## src/verilog/alm_pkg.sv

```systemverilog
// constants for the channel alarm flag register block
package alm_pkg;

	// register addresses within the program register space
	localparam logic [6:0] ADDR_OVERVIEW      = 7'h10;
	localparam logic [6:0] ADDR_LOW_LATCHED   = 7'h11;
	localparam logic [6:0] ADDR_LOW_LIVE      = 7'h12;
	localparam logic [6:0] ADDR_HIGH_LATCHED  = 7'h13;
	localparam logic [6:0] ADDR_HIGH_LIVE     = 7'h14;

	// reset value of every flag register and the answer of an absent register
	localparam logic [7:0] FLAG_RESET         = 8'h00;
	localparam logic [7:0] ABSENT_READ        = 8'hff;
	localparam logic [7:0] UNMAPPED_READ      = 8'h00;

	// serial frame: 7-bit address, write bit, 8 ignored bits, then 8 data bit times
	localparam logic [4:0] FRAME_CMD_BITS     = 5'h10;
	localparam logic [4:0] FRAME_BITS         = 5'h18;
	localparam int         CMD_ADDR_MSB       = 15;
	localparam int         CMD_ADDR_LSB       = 9;
	localparam int         CMD_WRITE_BIT      = 8;

	// flag layout inside one byte: channel slot k, low at 7-2k, high at 6-2k
	localparam int         FLAG_LOW_TOP       = 7;
	localparam int         FLAG_HIGH_TOP      = 6;
	localparam int         CHAN_PER_BYTE      = 4;

	// pin synchroniser reset levels: sclk, cs_n, sdi
	localparam logic [2:0] PIN_IDLE           = 3'h2;
	localparam int         PIN_SCLK           = 0;
	localparam int         PIN_CS_N           = 1;
	localparam int         PIN_SDI            = 2;

endpackage

```

## src/verilog/alm_flag_regs.sv

```systemverilog
// per-channel alarm flag registers read over the serial register port
//
// Functional notes
// - each channel keeps low and high thresholds, each with active and tripped flag
// - active flag follows the alarm condition, set while present, clear when gone
// - tripped flag sets like active, stays latched until its register is read
// - all eight channels' flags live at program addresses 11h to 14h
// - 11h holds channel 0-3 tripped flags, bit 7 ch0 low down to ch3 high
// - 12h holds channel 0-3 active flags with the same layout
// - 13h holds channel 4-7 tripped flags, bit 7 ch4 low down to ch7 high
// - a flag bit reads 1 for alarm detected, 0 for none
// - all flag bits are read-only and reset to zero
// - four-channel build: writes to 13h are ignored with no effect
// - four-channel build: reading 13h shifts out all ones
// - 14h holds channel 4-7 active flags, absent in four-channel build
// - 10h gives per channel OR of its low and high tripped flags; bits of absent channels read as one
module alm_flag_regs #(
	parameter int NUM_CHAN = 8
) (
	input  wire logic       ref_clk,
	input  wire logic       sys_rst,
	input  wire logic [7:0] low_alarm_event,
	input  wire logic [7:0] high_alarm_event,
	input  wire logic       serial_clock,
	input  wire logic       serial_select_n,
	input  wire logic       serial_data_input,
	output logic            serial_data_output
);

	typedef struct packed {
		logic        dout_bit;
		logic        sclk_prev;
		logic [4:0]  bit_cnt;
		logic [15:0] shift_in;
		logic [7:0]  shift_out;
		logic [15:0] live;
		logic [15:0] latched;
	} alm_state_t;

	alm_state_t  s_q;
	alm_state_t  s_d;

	logic [2:0]  pins_raw;
	logic [2:0]  pins;
	logic [15:0] event_vec;
	logic [7:0]  overview;
	logic        sclk_rise;
	logic        sclk_fall;
	logic [15:0] cmd_word;
	logic [6:0]  cmd_addr;
	logic        cmd_write;
	logic [7:0]  read_data;
	logic [15:0] clear_mask;

	localparam bit HAS_HIGH = (NUM_CHAN > alm_pkg::CHAN_PER_BYTE);

	assign pins_raw = {serial_data_input, serial_select_n, serial_clock};

	alm_pin_sync #(
		.W        (3),
		.IDLE_VAL (alm_pkg::PIN_IDLE)
	) u_pin_sync (
		.ref_clk   (ref_clk),
		.sys_rst   (sys_rst),
		.pin_raw   (pins_raw),
		.pin_clean (pins)
	);

	// pack the comparator events into register bit order; absent channels stay low
	genvar c;
	generate
		for (c = 0; c < 8; c++)
		begin : g_chan
			localparam int BYTE = c / alm_pkg::CHAN_PER_BYTE;
			localparam int SLOT = c % alm_pkg::CHAN_PER_BYTE;
			localparam int LO   = 8 * BYTE + alm_pkg::FLAG_LOW_TOP - 2 * SLOT;
			localparam int HI   = 8 * BYTE + alm_pkg::FLAG_HIGH_TOP - 2 * SLOT;
			if (c < NUM_CHAN)
			begin : g_present
				assign event_vec[LO] = low_alarm_event[c];
				assign event_vec[HI] = high_alarm_event[c];
				assign overview[c]   = s_q.latched[LO] | s_q.latched[HI];
			end
			else
			begin : g_absent
				assign event_vec[LO] = 1'b0;
				assign event_vec[HI] = 1'b0;
				// overview bits of a missing channel read as one
				assign overview[c]   = 1'b1;
			end
		end
	endgenerate

	assign sclk_rise = pins[alm_pkg::PIN_SCLK] & ~s_q.sclk_prev;
	assign sclk_fall = ~pins[alm_pkg::PIN_SCLK] & s_q.sclk_prev;

	// the 16th bit is still in flight, so decode the word it will complete
	assign cmd_word  = {s_q.shift_in[14:0], pins[alm_pkg::PIN_SDI]};
	assign cmd_addr  = cmd_word[alm_pkg::CMD_ADDR_MSB:alm_pkg::CMD_ADDR_LSB];
	assign cmd_write = cmd_word[alm_pkg::CMD_WRITE_BIT];

	always_comb
	begin
		read_data  = alm_pkg::UNMAPPED_READ;
		clear_mask = '0;
		unique case (cmd_addr)
			alm_pkg::ADDR_OVERVIEW:
			begin
				read_data = overview;
			end
			alm_pkg::ADDR_LOW_LATCHED:
			begin
				read_data  = s_q.latched[7:0];
				clear_mask = 16'h00ff;
			end
			alm_pkg::ADDR_LOW_LIVE:
			begin
				read_data = s_q.live[7:0];
			end
			alm_pkg::ADDR_HIGH_LATCHED:
			begin
				if (HAS_HIGH)
				begin
					read_data  = s_q.latched[15:8];
					clear_mask = 16'hff00;
				end
				else
				begin
					read_data = alm_pkg::ABSENT_READ;
				end
			end
			alm_pkg::ADDR_HIGH_LIVE:
			begin
				if (HAS_HIGH)
				begin
					read_data = s_q.live[15:8];
				end
				else
				begin
					read_data = alm_pkg::ABSENT_READ;
				end
			end
			default:
			begin
				read_data = alm_pkg::UNMAPPED_READ;
			end
		endcase
	end

	always_comb
	begin
		s_d           = s_q;
		s_d.sclk_prev = pins[alm_pkg::PIN_SCLK];
		// active flags mirror the condition, one cycle behind the comparator
		s_d.live      = event_vec;
		// set after clear, so an event in the clearing cycle survives
		s_d.latched   = s_q.latched | event_vec;

		if (pins[alm_pkg::PIN_CS_N])
		begin
			s_d.bit_cnt   = '0;
			s_d.shift_out = '0;
			s_d.dout_bit  = 1'b0;
		end
		else
		begin
			if (sclk_rise && (s_q.bit_cnt != alm_pkg::FRAME_BITS))
			begin
				s_d.shift_in = cmd_word;
				s_d.bit_cnt  = s_q.bit_cnt + 5'h01;
				if (s_q.bit_cnt == alm_pkg::FRAME_CMD_BITS - 5'h01)
				begin
					// writes find nothing writable here and change no state
					if (!cmd_write)
					begin
						s_d.shift_out = read_data;
						s_d.latched   = (s_q.latched & ~clear_mask) | event_vec;
					end
					else
					begin
						s_d.shift_out = '0;
					end
				end
			end
			if (sclk_fall)
			begin
				if ((s_q.bit_cnt >= alm_pkg::FRAME_CMD_BITS) &&
					(s_q.bit_cnt < alm_pkg::FRAME_BITS))
				begin
					s_d.dout_bit  = s_q.shift_out[7];
					s_d.shift_out = {s_q.shift_out[6:0], 1'b0};
				end
				else
				begin
					s_d.dout_bit = 1'b0;
				end
			end
		end
	end

	always_ff @(posedge ref_clk)
	begin
		if (sys_rst)
		begin
			s_q           <= '0;
			s_q.live      <= {alm_pkg::FLAG_RESET, alm_pkg::FLAG_RESET};
			s_q.latched   <= {alm_pkg::FLAG_RESET, alm_pkg::FLAG_RESET};
		end
		else
		begin
			s_q <= s_d;
		end
	end

	assign serial_data_output = s_q.dout_bit;

endmodule

```

## src/verilog/alm_pin_sync.sv

```systemverilog
// three-stage pin synchroniser with agreement filter
module alm_pin_sync #(
	parameter int          W        = 3,
	parameter logic [W-1:0] IDLE_VAL = '0
) (
	input  wire logic         ref_clk,
	input  wire logic         sys_rst,
	input  wire logic [W-1:0] pin_raw,
	output logic      [W-1:0] pin_clean
);

	typedef struct packed {
		logic [W-1:0] s1;
		logic [W-1:0] s2;
		logic [W-1:0] s3;
		logic [W-1:0] clean;
	} alm_sync_state_t;

	alm_sync_state_t s_q;
	alm_sync_state_t s_d;

	// stage one feeds only stage two; the filter looks at stages two and three
	always_comb
	begin
		s_d    = s_q;
		s_d.s1 = pin_raw;
		s_d.s2 = s_q.s1;
		s_d.s3 = s_q.s2;
		for (int i = 0; i < W; i++)
		begin
			if (s_q.s2[i] == s_q.s3[i])
			begin
				s_d.clean[i] = s_q.s3[i];
			end
		end
	end

	always_ff @(posedge ref_clk)
	begin
		if (sys_rst)
		begin
			s_q <= {IDLE_VAL, IDLE_VAL, IDLE_VAL, IDLE_VAL};
		end
		else
		begin
			s_q <= s_d;
		end
	end

	assign pin_clean = s_q.clean;

endmodule

```

## config.mk

```make
export PLATFORM = sky130hd
export DESIGN_NAME = alm_flag_regs
export DESIGN_NICKNAME = d
export VERILOG_FILES = /design/src/verilog/alm_pkg.sv /design/src/verilog/alm_flag_regs.sv /design/src/verilog/alm_pin_sync.sv
export SDC_FILE = /design/constraint.sdc
export NUM_CORES = 1
export LEC_CHECK = 0
export BUFFER_PORTS_ARGS = -buffer_cell sky130_fd_sc_hd__buf_4
export CAP_MARGIN = 20
export CORE_MARGIN = 1
export CORE_UTILIZATION = 30
export CTS_CLUSTER_DIAMETER = 200
export DETAILED_ROUTE_END_ITERATION = 12
export REMOVE_ABC_BUFFERS = 1
export SLEW_MARGIN = 15
export SYNTH_ARGS = -nofsm -noshare
export SYNTH_HDL_FRONTEND = slang
export SYNTH_SLANG_ARGS = --single-unit
```

## constraint.sdc

```tcl
create_clock -name ref_clk -period 2.75 [get_ports ref_clk]
set_input_delay 0.55 -clock ref_clk [delete_from_list [all_inputs] [get_ports ref_clk]]
set_output_delay 0.55 -clock ref_clk [all_outputs]
set_load 0.01 [all_outputs]
```

# == Word level (Yosys, flattened, before mapping) ==
# Cells that the tools add are included.
# word_totals
reg_bits,74
out_inout_bits,1
word_cells,59
# classes
reduce_logical,4
mux,12
bitwise_logic,17
eq_ne,10
add_sub_neg,1
order_cmp,2
# op_table
operator,n
2-to-1 mux 16 bit,4
2-to-1 mux 8 bit,5
one-hot mux 8 bit (5 select lines),1
"equality test 7 x 5 -> 1 bit, second input constant",5
bitwise OR 16 bit,2
one-hot mux 16 bit (2 select lines),1
AND 16 bit,1
inverter 16 bit,1
bitwise OR 1 bit,8
"adder 5 x 1 -> 5 bit, second input constant",1
"equality test 5 x 4 -> 1 bit, second input constant",1
">= comparator 5 bit, second input constant",1
"less-than comparator 5 bit, second input constant",1
"inequality test 5 bit, second input constant",1
equality test 1 bit,3
inverter 1 bit,3
AND 1 bit,2
logical AND 1 bit,2
AND reduction 2 bit,1
OR reduction 2 bit,1
2-to-1 mux 1 bit,1

# == Longest topological paths before layout ==
# depth
word_depth,9
mapped_depth,10
depth_no_buf,7

# == Cells and area by module ==
# Synthesis repeated with hierarchy kept, for this count alone.
# hier_totals
cells_unflattened,304
area_unflattened_um2,2972.9
# modules_own_cells
mod,area_per_inst_um2,instances,seq_area_each_um2,cells_each
alm_flag_regs,2597.5,1,1241.2,270
alm_pin_sync,375.4,1,240.2,34

# == Worst setup path after synthesis ==
# OpenSTA, ideal clock, no wires.
# synth_timing
path_type,register to register
start,register s_q[56] (netlist bit)
end,register s_q[10] (netlist bit)
t_required_ps,2622
path_stages_with_launch,10
synth_period_minus_slack_ps,1939
n_path_buf,2
t_arrival_ps,1811
path_slack_ps,811
path_cell_list,dfxtp_1 ha_1 and3_1 ha_1 nand3_2 buf_4 or4_4 buf_6 a21oi_1 nor2_1
# synth_via
elab_chain_len,4
# synth_rtl
element,line_no,text
from (decl),alm_flag_regs.sv:40,alm_state_t s_q;
equality test 5 x 4 -> 1 bit / inequality test 5 bit (equally long branches),"alm_flag_regs.sv:171, alm_flag_regs.sv:167",
2-to-1 mux 16 bit / logical AND 1 bit (equally long branches),"alm_flag_regs.sv:171, alm_flag_regs.sv:167",
2-to-1 mux 16 bit *,alm_flag_regs.sv:167,if (sclk_rise && (s_q.bit_cnt != alm_pkg::FRAME_BITS))
2-to-1 mux 16 bit *,alm_flag_regs.sv:159,if (pins[alm_pkg::PIN_CS_N])
# Mark *: on every way between the ends. The rest lies on a longest branch, timed or not.
# A chain may end at the register's enable or synchronous reset.

# == Worst setup path after layout ==
# layout_timing
start,register s_q[56] (netlist bit)
end,register s_q[4] (netlist bit)
# The elaborated chain is that of the path after synthesis.

==> impl_metrics.ini <==
[yosys]
postSynthCellCount = 311
synth_area_um2 = 2910
synth.most_common_cell = dfxtp_1
ys.flop_type = dfxtp_1
synth_edf_count = 0
avgSynthCellArea_um2 = 9.37
synth_commonest_cells = dfxtp_1 (74), nor2_1 (48), a21oi_1 (36), nor2b_1 (25), mux2i_1 (15)
synth_top_area_share_pct = 50.9
ys_seq_area_share_pct = 50.9
synth_area_leaders = dfxtp_1 (51%), a21oi_1 (6.2%), nor2_1 (6.2%)
synth.distinct_cells = 46
ys_async_sr_fraction_pct = 0
yosysWarnings = 0
yosys_register_bits = 74
synth_top_cell_by_area = dfxtp_1

[clock_network]
clk_latency_ns = 0.35
cts_resized = 0
cts_hold_buf = 0
clockBufferDepth = 2
cts_root_buffer = clkbuf_8
cts_setup_buffers = 0
cts_tree = done
cts_sinks = 74
cts_max_level = 3
numCtsBuffers = 9
clk_pin_slew_ns = 0.08

[timing]
worst_pin_slew_ns = 0.671
hold_viol_final = 0
timing.final.crit_share_pct = 80.2
relSlewSlack_pct = 55.1
grt_setup_unrepaired = false
fin_setup_tns_ns = 0
slew_violations = 0
fmaxAchievable_ghz = 0.453
finalClockSkew_ns = 0.0102
setup_viol = 0
period_needed_ns = 2.21

[route]
vias = 2170
first_iter_violations = 98
first_pass_iters = 4
ant_nets = 0
drc_errors = 0
vias_per_cell = 4.72
drt_wl_total_mm = 5.53
wire_per_inst_um = 12.0

[setup_path]
r2r_end = s_q[4]$_SDFF_PP0_
crit_arrival_ns = 2.42
endpoint_kind = flop
path_common_cell = ha_1
slowest_stage = or4_1
r2r_slack_ns = 0.54
critical_path_required_ns = 2.96
critical_path_class = reg -> reg
slowest_delay_ns = 0.71
crit_chain = ha_1 -> and3_1 -> ha_1 -> nand3_2 -> or4_1 -> a21oi_1 -> nor2_1
cp_max_fo = 11
crit_start = s_q[56]$_SDFFE_PP0P_
worstSetupStartpointType = flop
r2r-start = s_q[56]$_SDFFE_PP0P_
reg2reg_depth = 7

[placement]
port_buffers = 21
dp_hpwl_mm = 3.73
gp_congestion = 0.793

[final_layout]
finalNetCount = 350
diodes = 0
final_layout_size_suffix_gt1_share_pct = 16.9
syn_to_final_growth_pct = 16.7
fill_cells = 936

[power_and_ir_drop]
ir_drop_uv = 279
leakagePower_uw = 0.00119
p_total_uw = 2230
p_per_area_nw_per_um2 = 657

[die]
ios = 22
start_util_pct = 31.2
die-area_um2 = 10100
die_w_um = 101
fp-row-count = 35
core_area_um2 = 9330
die_height_um = 101

[flow_run]
drv_cap = 0

[grt]
grt_pass1_vias = 2026
grt_use_total_pct = 12.2
antenna_found_initial = 0
grt_pass1_wl_mm = 9.49
grt_max_degree = 63
grt.overflow.total = 0

[worst_hold_path]
min_to = u_pin_sync.s_d[7]$_SDFF_PP1_
holdCritPathClass = in -> reg
hold_start = serial_select_n
holdPathStages = 2

[outcome]
status = completed
==> area by class of cell <==
type,instances,area [µm²],share of cell area [%]
clock inverters,5,100,2.95
multi-input cells,211,1310,38.5
clock buffers,11,151,4.46
flip-flops and latches,74,1480,43.6
well taps,129,161,4.75
repair buffers,22,165,4.86
inverters,8,30.0,0.884
==> registers in the layout, indices dropped and copies added (netlist names) <==
register / count
cmd_addr: 7
cmd_word: 8
u_pin_sync.s_q: 3
u_pin_sync.pin_clean: 3
s_q: 46
serial_data_output: 1
u_pin_sync.s_d: 6
==> where the power goes <==
part / leakage [µW] / internal [µW] / switching [µW] / total [µW]
Combinational: 0.000455 / 43.8 / 36.7 / 80.5
Sequential: 0.000607 / 1110 / 19.6 / 1130
Clock: 0.000129 / 649 / 379 / 1030
==> cells in the final DEF (no fill, tap or decap), drive strengths merged, types with 2 or more instances in the layout <==
cell type and count:
or2 4, buf 22, clkinv 2, o21ai 18, o22ai 4, dfxtp 74, o21bai 2, nand2b 2
nand3 3, ha 3, xor2 2, nor2 48, a211oi 2, or3 3, o2bb2ai 4, nand2 9
or4 2, a32o 4, and2b 2, inv 8, nand4 2, and2 3, mux2 3, nor2b 25
clkbuf 11, a22oi 5, bufinv 3, a21oi 38, mux2i 15
==> worst max-delay path, delay by kind of cell, from the launching register on <==
kind | cells | cell delay [ns]
fa+ha+maj | 2 | 0.34
flops | 1 | 0.40
compound gates | 1 | 0.21
simple gates | 4 | 1.12
==> kinds of logic (layout without fill, tap and decap cells) <==
| family | after synthesis | after routing | synth area share, % |
|---|---|---|---|
| AOI/OAI and AO/OA | 79 | 79 | 16.8 |
| xor gates and xnor gates | 3 | 3 | 0.902 |
| adders and majority gates | 3 | 3 | 1.29 |
| buffers and inverters | 26 | 46 | 4.21 |
| DFF | 74 | 74 | 50.9 |
| muxes | 18 | 18 | 6.31 |
| and+or+nand+nor | 108 | 108 | 19.6 |
==> worst max path at each step <==
stage	endpoint	slack [ns]	cells past startpoint
after floorplan	cmd_addr[0]$_SDFFE_PP0P_	0.36	7
after global placement	s_q[5]$_SDFF_PP0_	0.61	7
after detailed placement	s_q[4]$_SDFF_PP0_	0.57	7
after CTS	s_q[2]$_SDFF_PP0_	0.52	7
after global routing	s_q[1]$_SDFF_PP0_	0.35	7
final	s_q[4]$_SDFF_PP0_	0.54	7
==> layer usage <==
metal | up-vias | share of wire (%) | global-route usage (%)
met5 | - | 0 | 0
met4 | 0 | 2.7 | 6.58
met3 | 16 | 3.3 | 3.33
met2 | 30 | 45 | 18.3
met1 | 1031 | 49 | 15.9
li1 | 1093 | - | -
==> through the flow <==
step                utilization, %  instance area (µm²)  cells  worst slack, ns  hold WS [ns]
floorplan                        -                 2820    293            0.363         0.389
global placement              33.7                 3150    444            0.615         0.403
detailed placement            33.7                 3150    444            0.567         0.400
CTS                           36.4                 3400    460            0.522         0.364
global route                  36.4                 3400    460            0.353         0.369
finish                        36.4                 3400    460            0.543         0.379
(Power assumes the default switching activity.)
